**src/selfprog_map.svh**
```systemverilog
// Constants of the self-programming sequencer: register map, Z pointer fields, boot sizes and timing.
// Assumes inclusion by bare name from the package and the design module.
`ifndef SELFPROG_MAP_SVH
`define SELFPROG_MAP_SVH

`define CSR_ADDR            6'h37
`define ADDR_W              6
`define CSR_ENABLE_POS      0
`define CSR_ERASE_POS       1
`define CSR_WRITE_POS       2
`define CSR_LOCK_POS        3
`define CSR_REEN_POS        4
`define CSR_BUSY_POS        6
`define CSR_RESET           8'h00

`define SPM_WINDOW          3'h4
`define CLK_PERIOD_NS       5
`define PROG_TIME_MIN_NS    3700000
`define PROG_TIME_MAX_NS    4500000
`define TIMER_W             20

`define PC_W                13
`define Z_PC_TOP            13
`define Z_PAGE_LO           7
`define Z_WORD_TOP          6
`define Z_WORD_LO           1
`define Z_BYTE_SEL          0

`define BOOT_START_128      13'h1F80
`define BOOT_START_256      13'h1F00
`define BOOT_START_512      13'h1E00
`define BOOT_START_1024     13'h1C00
`define RWW_LIMIT           13'h1C00
`define RWW_PAGES           112
`define NONREADABLE_DURING_WRITE_REGION_PAGES          16

`endif

```
**src/selfprog_pkg.sv**
```systemverilog
// Types shared by the self-programming sequencer.
// Assumes selfprog_map.svh is on the include path.
`include "selfprog_map.svh"

package selfprog_pkg;

    typedef enum logic [1:0] {
        ST_IDLE  = 2'b00,
        ST_ARMED = 2'b01,
        ST_PROG  = 2'b10
    } seq_state_t;

    typedef struct packed {
        seq_state_t            st;
        logic [2:0]            win_cnt;
        logic                  cmd_erase;
        logic                  cmd_write;
        logic                  cmd_lock;
        logic                  cmd_reen;
        logic                  enable;
        logic                  busy;
        logic [`TIMER_W-1:0]   timer;
        logic [6:0]            page_addr;
        logic                  erase_pulse;
        logic                  write_pulse;
        logic                  lock_pulse;
        logic                  buf_wr;
        logic [5:0]            buf_idx;
        logic [15:0]           buf_data;
        logic                  fetch_denied;
        logic                  byte_sel;
        logic [7:0]            rdata;
        logic [1:0]            fuse_s1;
        logic [1:0]            fuse_s2;
        logic [`PC_W-1:0]      boot_start;
    } seq_regs_t;

endpackage

```
**src/self_program_boot_partition.sv**
```systemverilog
// Self-programming flash sequencer seen by the CPU core: control/status register, timed store window,
// page buffer fill, page erase/write timing and readable-region gating.
// Assumes the core drives the register port, the store strobe and the Z pointer on mclk.
//
// Notes on behaviour
// - Boot size fuses 11/10/01/00 give boot start 0x1F80/0x1F00/0x1E00/0x1C00.
// - Readable region is 112 pages below 0x1C00, non-readable region 16 pages above.
// - Flash words are addressed by a 13-bit program counter.
// - Buffer word index comes from pointer bits 6 to 1.
// - Counter top bit sits at pointer bit 13.
// - Word field top bit sits at pointer bit 6.
// - Page for erase and write comes from pointer bits 13 to 7.
// - Pointer bit 0 is ignored by stores and selects the byte for loads.
// - During erase or write only non-readable region code may be fetched.
// - Busy flag stays set until a re-enable command clears it.
// - Enable bit stays set until the running operation finishes.
// - A command is taken only if the store comes within four cycles.
// - An EEPROM write in progress blocks all flash programming.
// - Erase, write and lock operations last between 3.7 ms and 4.5 ms.
//
// Our own choices: the address-and-strobe port and the placing of the registers.
`timescale 1ns/1ps
`include "selfprog_map.svh"

module self_program_boot_partition
    import selfprog_pkg::*;
#(
    parameter int unsigned PROG_CYCLES = (`PROG_TIME_MIN_NS + `CLK_PERIOD_NS - 1) / `CLK_PERIOD_NS
) (
    input  wire logic                 mclk,
    input  wire logic                 resetn,
    input  wire logic [`ADDR_W-1:0]   reg_addr,
    input  wire logic [7:0]           reg_wdata,
    input  wire logic                 reg_wr,
    input  wire logic                 reg_rd,
    output logic      [7:0]           reg_rdata,
    input  wire logic                 spm_exec,
    input  wire logic [15:0]          z_ptr,
    input  wire logic [7:0]           r0_data,
    input  wire logic [7:0]           r1_data,
    input  wire logic                 eeprom_write_in_progress_bit,
    input  wire logic                 boot_size_fuse_hi,
    input  wire logic                 boot_size_fuse_lo,
    input  wire logic [`PC_W-1:0]     fetch_addr,
    output logic                      fetch_denied,
    output logic                      lpm_byte_sel,
    output logic [`PC_W-1:0]          boot_start,
    output logic                      page_erase_pulse,
    output logic                      page_write_pulse,
    output logic                      lock_write_pulse,
    output logic [6:0]                page_select_field,
    output logic                      buf_wr_pulse,
    output logic [5:0]                word_in_page_field,
    output logic [15:0]               buf_wr_data,
    output logic                      readable_region_busy_flag,
    output logic                      selfprog_enable_bit
);

    // --------------------------------------------------------------------
    // Decoding helpers
    // --------------------------------------------------------------------
    function automatic logic [`PC_W-1:0] boot_start_of(input logic [1:0] sz);
        unique case (sz)
            2'b11:   boot_start_of = `BOOT_START_128;
            2'b10:   boot_start_of = `BOOT_START_256;
            2'b01:   boot_start_of = `BOOT_START_512;
            2'b00:   boot_start_of = `BOOT_START_1024;
        endcase
    endfunction

    // The limit is fixed by the part, not by the boot fuses, so a small boot section still leaves
    // the whole upper 16 pages fetchable during programming.
    function automatic logic in_readable_region(input logic [`PC_W-1:0] a);
        in_readable_region = (a < `RWW_LIMIT);
    endfunction

    localparam logic [`TIMER_W-1:0] PROG_LOAD = `TIMER_W'(PROG_CYCLES - 1);

    seq_regs_t s_reg;
    seq_regs_t s_next;

    logic csr_wr;
    logic csr_rd;
    logic [7:0] csr_view;
    logic [`PC_W-1:0] z_word_addr;

    // --------------------------------------------------------------------
    // Next-state logic
    // --------------------------------------------------------------------
    always_comb begin
        s_next             = s_reg;
        s_next.erase_pulse = 1'b0;
        s_next.write_pulse = 1'b0;
        s_next.lock_pulse  = 1'b0;
        s_next.buf_wr      = 1'b0;
        s_next.rdata       = 8'h00;

        csr_wr      = reg_wr && (reg_addr == `CSR_ADDR);
        csr_rd      = reg_rd && (reg_addr == `CSR_ADDR);
        z_word_addr = z_ptr[`Z_PC_TOP:`Z_WORD_LO];

        csr_view                  = 8'h00;
        csr_view[`CSR_ENABLE_POS] = s_reg.enable;
        csr_view[`CSR_ERASE_POS]  = s_reg.cmd_erase;
        csr_view[`CSR_WRITE_POS]  = s_reg.cmd_write;
        csr_view[`CSR_LOCK_POS]   = s_reg.cmd_lock;
        csr_view[`CSR_REEN_POS]   = s_reg.cmd_reen;
        csr_view[`CSR_BUSY_POS]   = s_reg.busy;
        if (csr_rd) begin
            s_next.rdata = csr_view;
        end

        // Fuse pins are static straps but come from outside the clock, so they pass two flops.
        s_next.fuse_s1    = {boot_size_fuse_hi, boot_size_fuse_lo};
        s_next.fuse_s2    = s_reg.fuse_s1;
        s_next.boot_start = boot_start_of(s_reg.fuse_s2);

        s_next.byte_sel     = z_ptr[`Z_BYTE_SEL];
        // A lock-bit write leaves the whole flash readable, so only an erase or a page write gates fetches.
        s_next.fetch_denied = (s_reg.st == ST_PROG) && (s_reg.cmd_erase || s_reg.cmd_write) &&
                              in_readable_region(fetch_addr);

        unique case (s_reg.st)
            ST_IDLE: begin
                // A write while an earlier operation runs never reaches here; one during an EEPROM
                // write is dropped so the flash can never start a program cycle under it.
                if (csr_wr && reg_wdata[`CSR_ENABLE_POS] && !eeprom_write_in_progress_bit) begin
                    s_next.st        = ST_ARMED;
                    s_next.win_cnt   = 3'h0;
                    s_next.enable    = 1'b1;
                    s_next.cmd_erase = reg_wdata[`CSR_ERASE_POS];
                    s_next.cmd_write = reg_wdata[`CSR_WRITE_POS];
                    s_next.cmd_lock  = reg_wdata[`CSR_LOCK_POS];
                    s_next.cmd_reen  = reg_wdata[`CSR_REEN_POS];
                end
            end
            ST_ARMED: begin
                if (spm_exec) begin
                    s_next.page_addr = z_word_addr[`PC_W-1:`Z_PAGE_LO-`Z_WORD_LO];
                    if (s_reg.cmd_erase || s_reg.cmd_write || s_reg.cmd_lock) begin
                        s_next.st          = ST_PROG;
                        s_next.timer       = PROG_LOAD;
                        s_next.erase_pulse = s_reg.cmd_erase;
                        s_next.write_pulse = s_reg.cmd_write && !s_reg.cmd_erase;
                        s_next.lock_pulse  = s_reg.cmd_lock && !s_reg.cmd_erase && !s_reg.cmd_write;
                        // Lock-bit writes leave the whole flash readable.
                        s_next.busy        = s_reg.busy || s_reg.cmd_erase || s_reg.cmd_write;
                    end else begin
                        s_next.st     = ST_IDLE;
                        s_next.enable = 1'b0;
                        if (s_reg.cmd_reen) begin
                            s_next.busy = 1'b0;
                        end else begin
                            s_next.buf_wr   = 1'b1;
                            s_next.buf_idx  = z_word_addr[`Z_WORD_TOP-`Z_WORD_LO:0];
                            s_next.buf_data = {r1_data, r0_data};
                        end
                        s_next.cmd_reen = 1'b0;
                    end
                end else if (s_reg.win_cnt == `SPM_WINDOW - 3'h1) begin
                    s_next.st        = ST_IDLE;
                    s_next.enable    = 1'b0;
                    s_next.cmd_erase = 1'b0;
                    s_next.cmd_write = 1'b0;
                    s_next.cmd_lock  = 1'b0;
                    s_next.cmd_reen  = 1'b0;
                end else begin
                    s_next.win_cnt = s_reg.win_cnt + 3'h1;
                end
            end
            ST_PROG: begin
                if (s_reg.timer == '0) begin
                    s_next.st        = ST_IDLE;
                    s_next.enable    = 1'b0;
                    s_next.cmd_erase = 1'b0;
                    s_next.cmd_write = 1'b0;
                    s_next.cmd_lock  = 1'b0;
                end else begin
                    s_next.timer = s_reg.timer - `TIMER_W'(1);
                end
            end
            default: begin
                s_next.st     = ST_IDLE;
                s_next.enable = 1'b0;
            end
        endcase
    end

    // --------------------------------------------------------------------
    // State register
    // --------------------------------------------------------------------
    always_ff @(posedge mclk or negedge resetn) begin
        if (!resetn) begin
            s_reg            <= '0;
            s_reg.st         <= ST_IDLE;
            s_reg.boot_start <= `BOOT_START_1024;
        end else begin
            s_reg <= s_next;
        end
    end

    assign reg_rdata                 = s_reg.rdata;
    assign fetch_denied              = s_reg.fetch_denied;
    assign lpm_byte_sel              = s_reg.byte_sel;
    assign boot_start                = s_reg.boot_start;
    assign page_erase_pulse          = s_reg.erase_pulse;
    assign page_write_pulse          = s_reg.write_pulse;
    assign lock_write_pulse          = s_reg.lock_pulse;
    assign page_select_field         = s_reg.page_addr;
    assign buf_wr_pulse              = s_reg.buf_wr;
    assign word_in_page_field        = s_reg.buf_idx;
    assign buf_wr_data               = s_reg.buf_data;
    assign readable_region_busy_flag = s_reg.busy;
    assign selfprog_enable_bit       = s_reg.enable;

    // --------------------------------------------------------------------
    // Assertions
    // --------------------------------------------------------------------
    property p_window_expire;
        @(posedge mclk) disable iff (!resetn)
        (s_reg.st == ST_IDLE && s_next.st == ST_ARMED) ##1 (!spm_exec) [*4] |=> !selfprog_enable_bit;
    endproperty
    a_window_expire: assert property (p_window_expire) else $error("Enable bit survived the store window.");

    property p_eeprom_block;
        @(posedge mclk) disable iff (!resetn)
        (s_reg.st == ST_IDLE && eeprom_write_in_progress_bit) |=> !selfprog_enable_bit;
    endproperty
    a_eeprom_block: assert property (p_eeprom_block) else $error("Command armed during EEPROM write.");

    property p_prog_length;
        @(posedge mclk) disable iff (!resetn)
        $rose(page_erase_pulse) |-> selfprog_enable_bit [*8];
    endproperty
    a_prog_length: assert property (p_prog_length) else $error("Erase ended too early.");

    property p_prog_done;
        @(posedge mclk) disable iff (!resetn)
        (s_reg.st == ST_PROG && s_reg.timer == '0) |=> !selfprog_enable_bit;
    endproperty
    a_prog_done: assert property (p_prog_done) else $error("Enable bit not cleared after programming.");

    property p_fill_clears;
        @(posedge mclk) disable iff (!resetn)
        buf_wr_pulse |-> !selfprog_enable_bit && word_in_page_field == $past(z_ptr[`Z_WORD_TOP:`Z_WORD_LO]);
    endproperty
    a_fill_clears: assert property (p_fill_clears) else $error("Buffer fill mismatch.");

    property p_busy_on_write;
        @(posedge mclk) disable iff (!resetn)
        (page_erase_pulse || page_write_pulse) |-> readable_region_busy_flag;
    endproperty
    a_busy_on_write: assert property (p_busy_on_write) else $error("Busy flag not set by erase or write.");

    property p_busy_holds;
        @(posedge mclk) disable iff (!resetn)
        (readable_region_busy_flag && !(s_reg.st == ST_ARMED && spm_exec && s_reg.cmd_reen)) |=>
            readable_region_busy_flag;
    endproperty
    a_busy_holds: assert property (p_busy_holds) else $error("Busy flag dropped without re-enable.");

    property p_fetch_gate;
        @(posedge mclk) disable iff (!resetn)
        (s_reg.st == ST_PROG && fetch_addr >= `RWW_LIMIT) |=> !fetch_denied;
    endproperty
    a_fetch_gate: assert property (p_fetch_gate) else $error("Upper region fetch denied.");

    property p_page_addr;
        @(posedge mclk) disable iff (!resetn)
        page_write_pulse |-> page_select_field == $past(z_ptr[`Z_PC_TOP:`Z_PAGE_LO]);
    endproperty
    a_page_addr: assert property (p_page_addr) else $error("Page select taken from wrong bits.");

    property p_boot_start;
        @(posedge mclk) disable iff (!resetn)
        (s_reg.fuse_s2 == 2'b11) |=> boot_start == `BOOT_START_128;
    endproperty
    a_boot_start: assert property (p_boot_start) else $error("Boot start decode wrong.");

    property p_fetch_deny;
        @(posedge mclk) disable iff (!resetn)
        (s_reg.st == ST_PROG && (s_reg.cmd_erase || s_reg.cmd_write) && fetch_addr < `RWW_LIMIT) |=> fetch_denied;
    endproperty
    a_fetch_deny: assert property (p_fetch_deny) else $error("Readable region fetch allowed during programming.");

    property p_read_view;
        @(posedge mclk) disable iff (!resetn)
        csr_rd |=> (reg_rdata[`CSR_ENABLE_POS] == $past(s_reg.enable)) &&
                   (reg_rdata[`CSR_BUSY_POS] == $past(s_reg.busy));
    endproperty
    a_read_view: assert property (p_read_view) else $error("Status read does not show enable and busy.");

    property p_fill_accept;
        @(posedge mclk) disable iff (!resetn)
        (s_reg.st == ST_ARMED && spm_exec && !s_reg.cmd_erase && !s_reg.cmd_write && !s_reg.cmd_lock &&
         !s_reg.cmd_reen) |=> buf_wr_pulse;
    endproperty
    a_fill_accept: assert property (p_fill_accept) else $error("Store inside the window did not fill.");

    property p_byte_sel;
        @(posedge mclk) disable iff (!resetn)
        1'b1 |=> lpm_byte_sel == $past(z_ptr[`Z_BYTE_SEL]);
    endproperty
    a_byte_sel: assert property (p_byte_sel) else $error("Byte select not taken from pointer bit 0.");

endmodule // self_program_boot_partition

```
**config.mk**
```make
export PLATFORM = sky130hd
export DESIGN_NAME = self_program_boot_partition
export DESIGN_NICKNAME = d
export VERILOG_FILES = /design/src/selfprog_pkg.sv /design/src/self_program_boot_partition.sv
export VERILOG_INCLUDE_DIRS = /design/src /design/src/src
export SDC_FILE = /design/constraint.sdc
export NUM_CORES = 1
export LEC_CHECK = 0
export CORE_ASPECT_RATIO = 0.6
export CORE_MARGIN = 2
export CORE_UTILIZATION = 35
export CTS_BUF_LIST = sky130_fd_sc_hd__clkbuf_4
export DETAILED_ROUTE_END_ITERATION = 16
export DONT_BUFFER_PORTS = 1
export PLACE_DENSITY_LB_ADDON = 0.25
export SETUP_SLACK_MARGIN = 0.5
export SKIP_LAST_GASP = 1
export SLEW_MARGIN = 20
export SYNTH_ARGS = -nofsm -noshare
export SYNTH_HDL_FRONTEND = slang
export SYNTH_SLANG_ARGS = --single-unit
```
**constraint.sdc**
```tcl
create_clock -name mclk -period 1.9 [get_ports mclk]
set_input_delay 0.095 -clock mclk [delete_from_list [all_inputs] [get_ports mclk]]
set_output_delay 0.095 -clock mclk [all_outputs]
set_load 0.05 [all_outputs]
```
# Yosys cells after proc, flatten, opt, wreduce, memory -nomap -nowiden

Cells that the tools add are included.

Logic and storage cells: 105
Flip-flop bits (word level): 90
Output and inout bits: 58

Reductions and logical operators: 32
Equal/unequal tests: 17
$lt $le $gt $ge: 1
$add $sub $neg: 2
Bitwise operators: 2
Muxes and demuxes: 29

Operators by type and width:

| operator                                                              | count |
|---|---|
| 53-bit 2-to-1 mux                                                     | 1 |
| 13-bit one-hot mux with 4 select lines                                | 1 |
| 23-bit 2-to-1 mux                                                     | 2 |
| 20-bit 2-to-1 mux                                                     | 2 |
| 20-bit one-hot mux with 2 select lines                                | 1 |
| 26-bit 2-to-1 mux                                                     | 1 |
| 20-bit logical NOT                                                    | 1 |
| 4-bit AND reduction                                                   | 5 |
| 20-bit by 1-bit subtractor with 20-bit output (second input constant) | 1 |
| 2-bit != test (second input constant)                                 | 7 |
| 13-bit < comparator (second input constant)                           | 1 |
| 2-bit 2-to-1 mux                                                      | 6 |
| 10-bit 2-to-1 mux                                                     | 1 |
| 1-bit logical AND                                                     | 9 |
| 3-bit 2-to-1 mux                                                      | 3 |
| 3-bit one-hot mux with 3 select lines                                 | 1 |
| 7-bit 2-to-1 mux                                                      | 1 |
| 2-bit equality test (second input constant)                           | 3 |
| 6-bit equality test (second input constant)                           | 1 |
| 6-bit 2-to-1 mux                                                      | 1 |
| 3-bit != test (second input constant)                                 | 2 |
| 2-bit one-hot mux with 3 select lines                                 | 1 |
| 3-bit one-hot mux with 2 select lines                                 | 1 |
| 3-bit AND reduction                                                   | 2 |
| 16 further kinds                                                      | 28 |

# Longest topological paths before layout

Depth after elaboration: 6
Depth in mapped cells: 9
Gate-level depth less buffers: 7

# Worst setup path before layout

Ideal clock, no wire load.

Path kind: flip-flop to flip-flop
Start: register s_reg[60] (netlist name)
End: register s_reg, in the netlist csr_view[1]
Data arrival time: 1.757 ns
Period minus slack after synthesis: 1.882 ns
Setup slack: 0.018 ns
Data required time: 1.775 ns
Cell stages (with the launch flop): 8
Cell sequence: dfrtp_1 inv_1 ha_1 nor3b_2 nand4_4 o21ai_4 and3_4 mux2_4

Longest elaborated chain between the ends: 3

Ends and longest elaborated chain:

| element                                                   | line                               | source |
|---|---|---|
| from (decl)                                               | self_program_boot_partition.sv:79  | `seq_regs_t s_reg;` |
| from (signal assigned)                                    | self_program_boot_partition.sv:198 | `s_reg <= s_next;` |
| 20-bit logical NOT                                        | self_program_boot_partition.sv:172 | `if (s_reg.timer == '0) begin` |
| 2-bit by 1-bit != test with 1-bit output (no source line) | n/a                                |  |
| 5-bit AND reduction (no source line)                      | n/a                                |  |

Every way passes these cells.
A chain may end at the register's enable or synchronous reset.

# Final worst setup path

Start: register s_reg[60] (netlist name)
End: register s_reg[72] (netlist name)

Longest elaborated chain between the ends: 3
Elaborated cells between the ends (all ways): 6
Those cells by class: 1 x add/sub; 1 x eq/ne; 2 x mux; 2 x reduce/logical

Ends and longest elaborated chain:

| element                                                                                    | line |
|---|---|
| 20-bit by 1-bit subtractor with 20-bit output / 20-bit logical NOT (equally long branches) | self_program_boot_partition.sv:179, self_program_boot_partition.sv:172 |
| 20-bit 2-to-1 mux / 2-bit != test (equally long branches)                                  | n/a |
| 20-bit one-hot mux with 2 select lines / 4-bit AND reduction (equally long branches)       | n/a |

Parallel ways exist; a longest one is shown, timed or not. The select of a mux whose other input is x is not followed.

==> run summary <==
CTS buffer count: 9
vias in the first global route: 2914
Async S/R FF share, synth: 100.0%
IO buf count: 0
top_reg_cell synth: dfrtp_1
Critical R2R Launch: s_reg[60]
fin worst setup slack: -0.02869 ns
Slew @ Worst Pin: 0.5210 ns
antenna-violating nets left: 0
Max transition margin: 65.27%
failing checks: hold timing, setup timing
Final Skew: 0.009527 ns
global-route wire length before repair: 15.99 mm
I/O Pins: 125
dpl cell area: 0.004483 mm2
antenna cells: 0
HP Class: input pin to asynchronous set/reset pin
final net count: 519
Crit Path Category: register to register
via/cell ratio: 4.949
top cells by area, synth: dfrtp_1, buf_4, mux2_2
CTS tree: yes
htree depth: 3
switching fraction of total power: 26.49%
Tmin final: 1.929 ns
DRT Wirelength: 10.70 mm
Synth Register Bits: 79
CTS sink count: 79
Max clock buf depth: 2
clock power share: 37.2%
Peak VDD IR: 410.6 uV
1st-pass router iterations: 4
root buffer selected by CTS: clkbuf_4
Synthesis Warnings: 0
Max Freq: 518.5 MHz
filler instances: 1010
Hold Violations, Final: 79
share of post-route cells with drive strength above 1: 43.43%
Final Max Tran Viols: 0
die span in x: 143.7 um
top-area cell type share of the netlist area: 48.24%
CP max FO: 4
Leak: 2.546 nW
Comb pwr share: 5.4%
Final setup viols: 4
crit path capture type: register
Critical Path Start: s_reg[60]
die height: 87.82 um
Final Cell Area: 0.005678 mm2
Final Total Pwr: 2.987 mW
Die ar.: 0.01262 mm2
Seq/Total Area, Yosys: 48.24%
synth cell count leaders: dfrtp_1, buf_4, mux2_2
post-synthesis to final-layout area growth: 38.56%
Seq pwr share: 57.4%
Starting Density: 36.03%
Synth cell types: 66
mapped cell area: 0.004098 mm2
Skew-Pair Late Insertion Delay: 0.45 ns
final hold slack: -0.6804 ns
DR DRC count: 0
Hold Buf Count CTS: 41
clk slew on worst S/H paths: 0.14 ns
cells after synthesis: 367
Worst EP required: 2.24 ns
via count: 3014
Routability Congestion: 0.8103
cell accounting for the most synthesized area: dfrtp_1
most numerous cell in the Yosys netlist: dfrtp_1
GR Overflow Total: 0
max-cap violations: 0
initial antenna violation count: 0
internal power: 2.196 mW
Avg Cell Area, Syn: 11.17 um2
wire length per cell: 17.57 um
total track usage: 16.81%
status: complete, but fails checks
Critical Path Start Type: register
Largest register FFs: 27
core area: 0.01137 mm2
P per Cell Area: 526.1 mW/mm2
drt initial violations: 183
Net Sw Power: 0.7912 mW
Core Rows: 30
WP data arrival: 2.27 ns
EDFF count, synth: 0
pin count of the biggest net entering global routing: 80
period utilization: 101.5%
DP HPWL: 6.980 mm
RSZ-0062 raised after global routing: true
final timing paths:
| kind | end | slack (ns) | cells after the start |
|---|---|---|---|
| worst max-delay path | s_reg[72] | -0.03 | 7 |
| worst min-delay path | s_reg[75] | -0.68 | 0 |
| worst max register to register | s_reg[72] | -0.03 | 7 |
| worst min register to register | s_reg[14] | 0.37 | 0 |
| max in group asynchronous | buf_wr_data[5] | 2.40 | 0 |
| min in group mclk | s_reg[89] | 0.03 | 4 |
worst max-delay path, stage by stage (launching register included):
cell and delay (ns):
dfrtp_1 0.42, inv_2 0.12, ha_4 0.13, nor3b_4 0.28, and4_2 0.32, a211oi_4 0.10
a32o_1 0.28, a31o_1 0.19
logic make-up after synthesis:
kind of cell	Yosys count	share of synthesized area, %
DFF	79	48.24
and+or+nand+nor	98	14.84
muxes	36	10.08
adders and majority gates	8	2.443
buffers and inverters	77	12.21
AOI/OAI and AO/OA	67	12.00
other	2	0.1833
metal layers:
metal  part of all wire [%]  vias to the layer above  track usage [%]
li1                       -                     1409                -
met1                     49                     1515            24.97
met2                     45                       84            24.11
met3                    5.2                        6            4.429
met4                   0.67                        0            4.724
met5                      0                        -                0
timing repair:
action / 4_1_cts / 5_1_grt
hold endpoints to repair: 124 / 79
buffers inserted: 20 / 11
setup endpoints to repair: 63 / 64
cloned: 2 / 2
pin swaps: 8 / 21
resized for setup: 40 / 34
layout make-up:
type / instances / area, um2 / share of cell area, %
multi-input cells: 221 / 2113 / 37.22
flip-flops and latches: 79 / 1979 / 34.86
repair buffers: 117 / 1166 / 20.54
well taps: 160 / 200.2 / 3.526
clock inverters: 7 / 88.84 / 1.565
clock buffers: 9 / 67.56 / 1.190
inverters: 16 / 62.56 / 1.102
cell usage in the layout (no fill, tap or decap), drive strengths merged, types with 3 or more instances in the layout:
cell type / count
and3: 4
a31oi: 6
a211oi: 3
nor3: 10
and2: 10
dlygate4sd3: 41
o211ai: 3
or3: 5
and2b: 3
or4: 3
mux2: 33
nand2: 22
mux2i: 3
buf: 74
a21oi: 10
clkbuf: 11
a221oi: 3
nor4: 6
a31o: 3
conb: 12
nand3: 7
dfrtp: 79
ha: 8
inv: 19
nor2: 16
o21ai: 19
metrics by stage:
stage | setup TNS (ns) | utilization (%) | setup slack, ns | instances
2_1_floorplan | 0 | - | 0.04618 | 377
3_3_place_gp | -0.01794 | 39.42 | -0.01794 | 517
3_5_place_dp | -0.1237 | 39.42 | -0.1237 | 517
4_1_cts | 0 | 47.90 | 0.02490 | 596
5_1_grt | -1.020 | 49.92 | -0.1006 | 609
6_report | -0.05349 | 49.92 | -0.02869 | 609
power by group through the flow:
stage	sequential, mW	combinational, mW	clock, mW
floorplan	1.73	0.112	0
global placement	1.75	0.0776	0
detailed placement	1.75	0.0789	0
CTS	1.71	0.158	1.15
global route	1.72	0.171	1.24
finish	1.71	0.160	1.11
(Power assumes the default switching activity.)
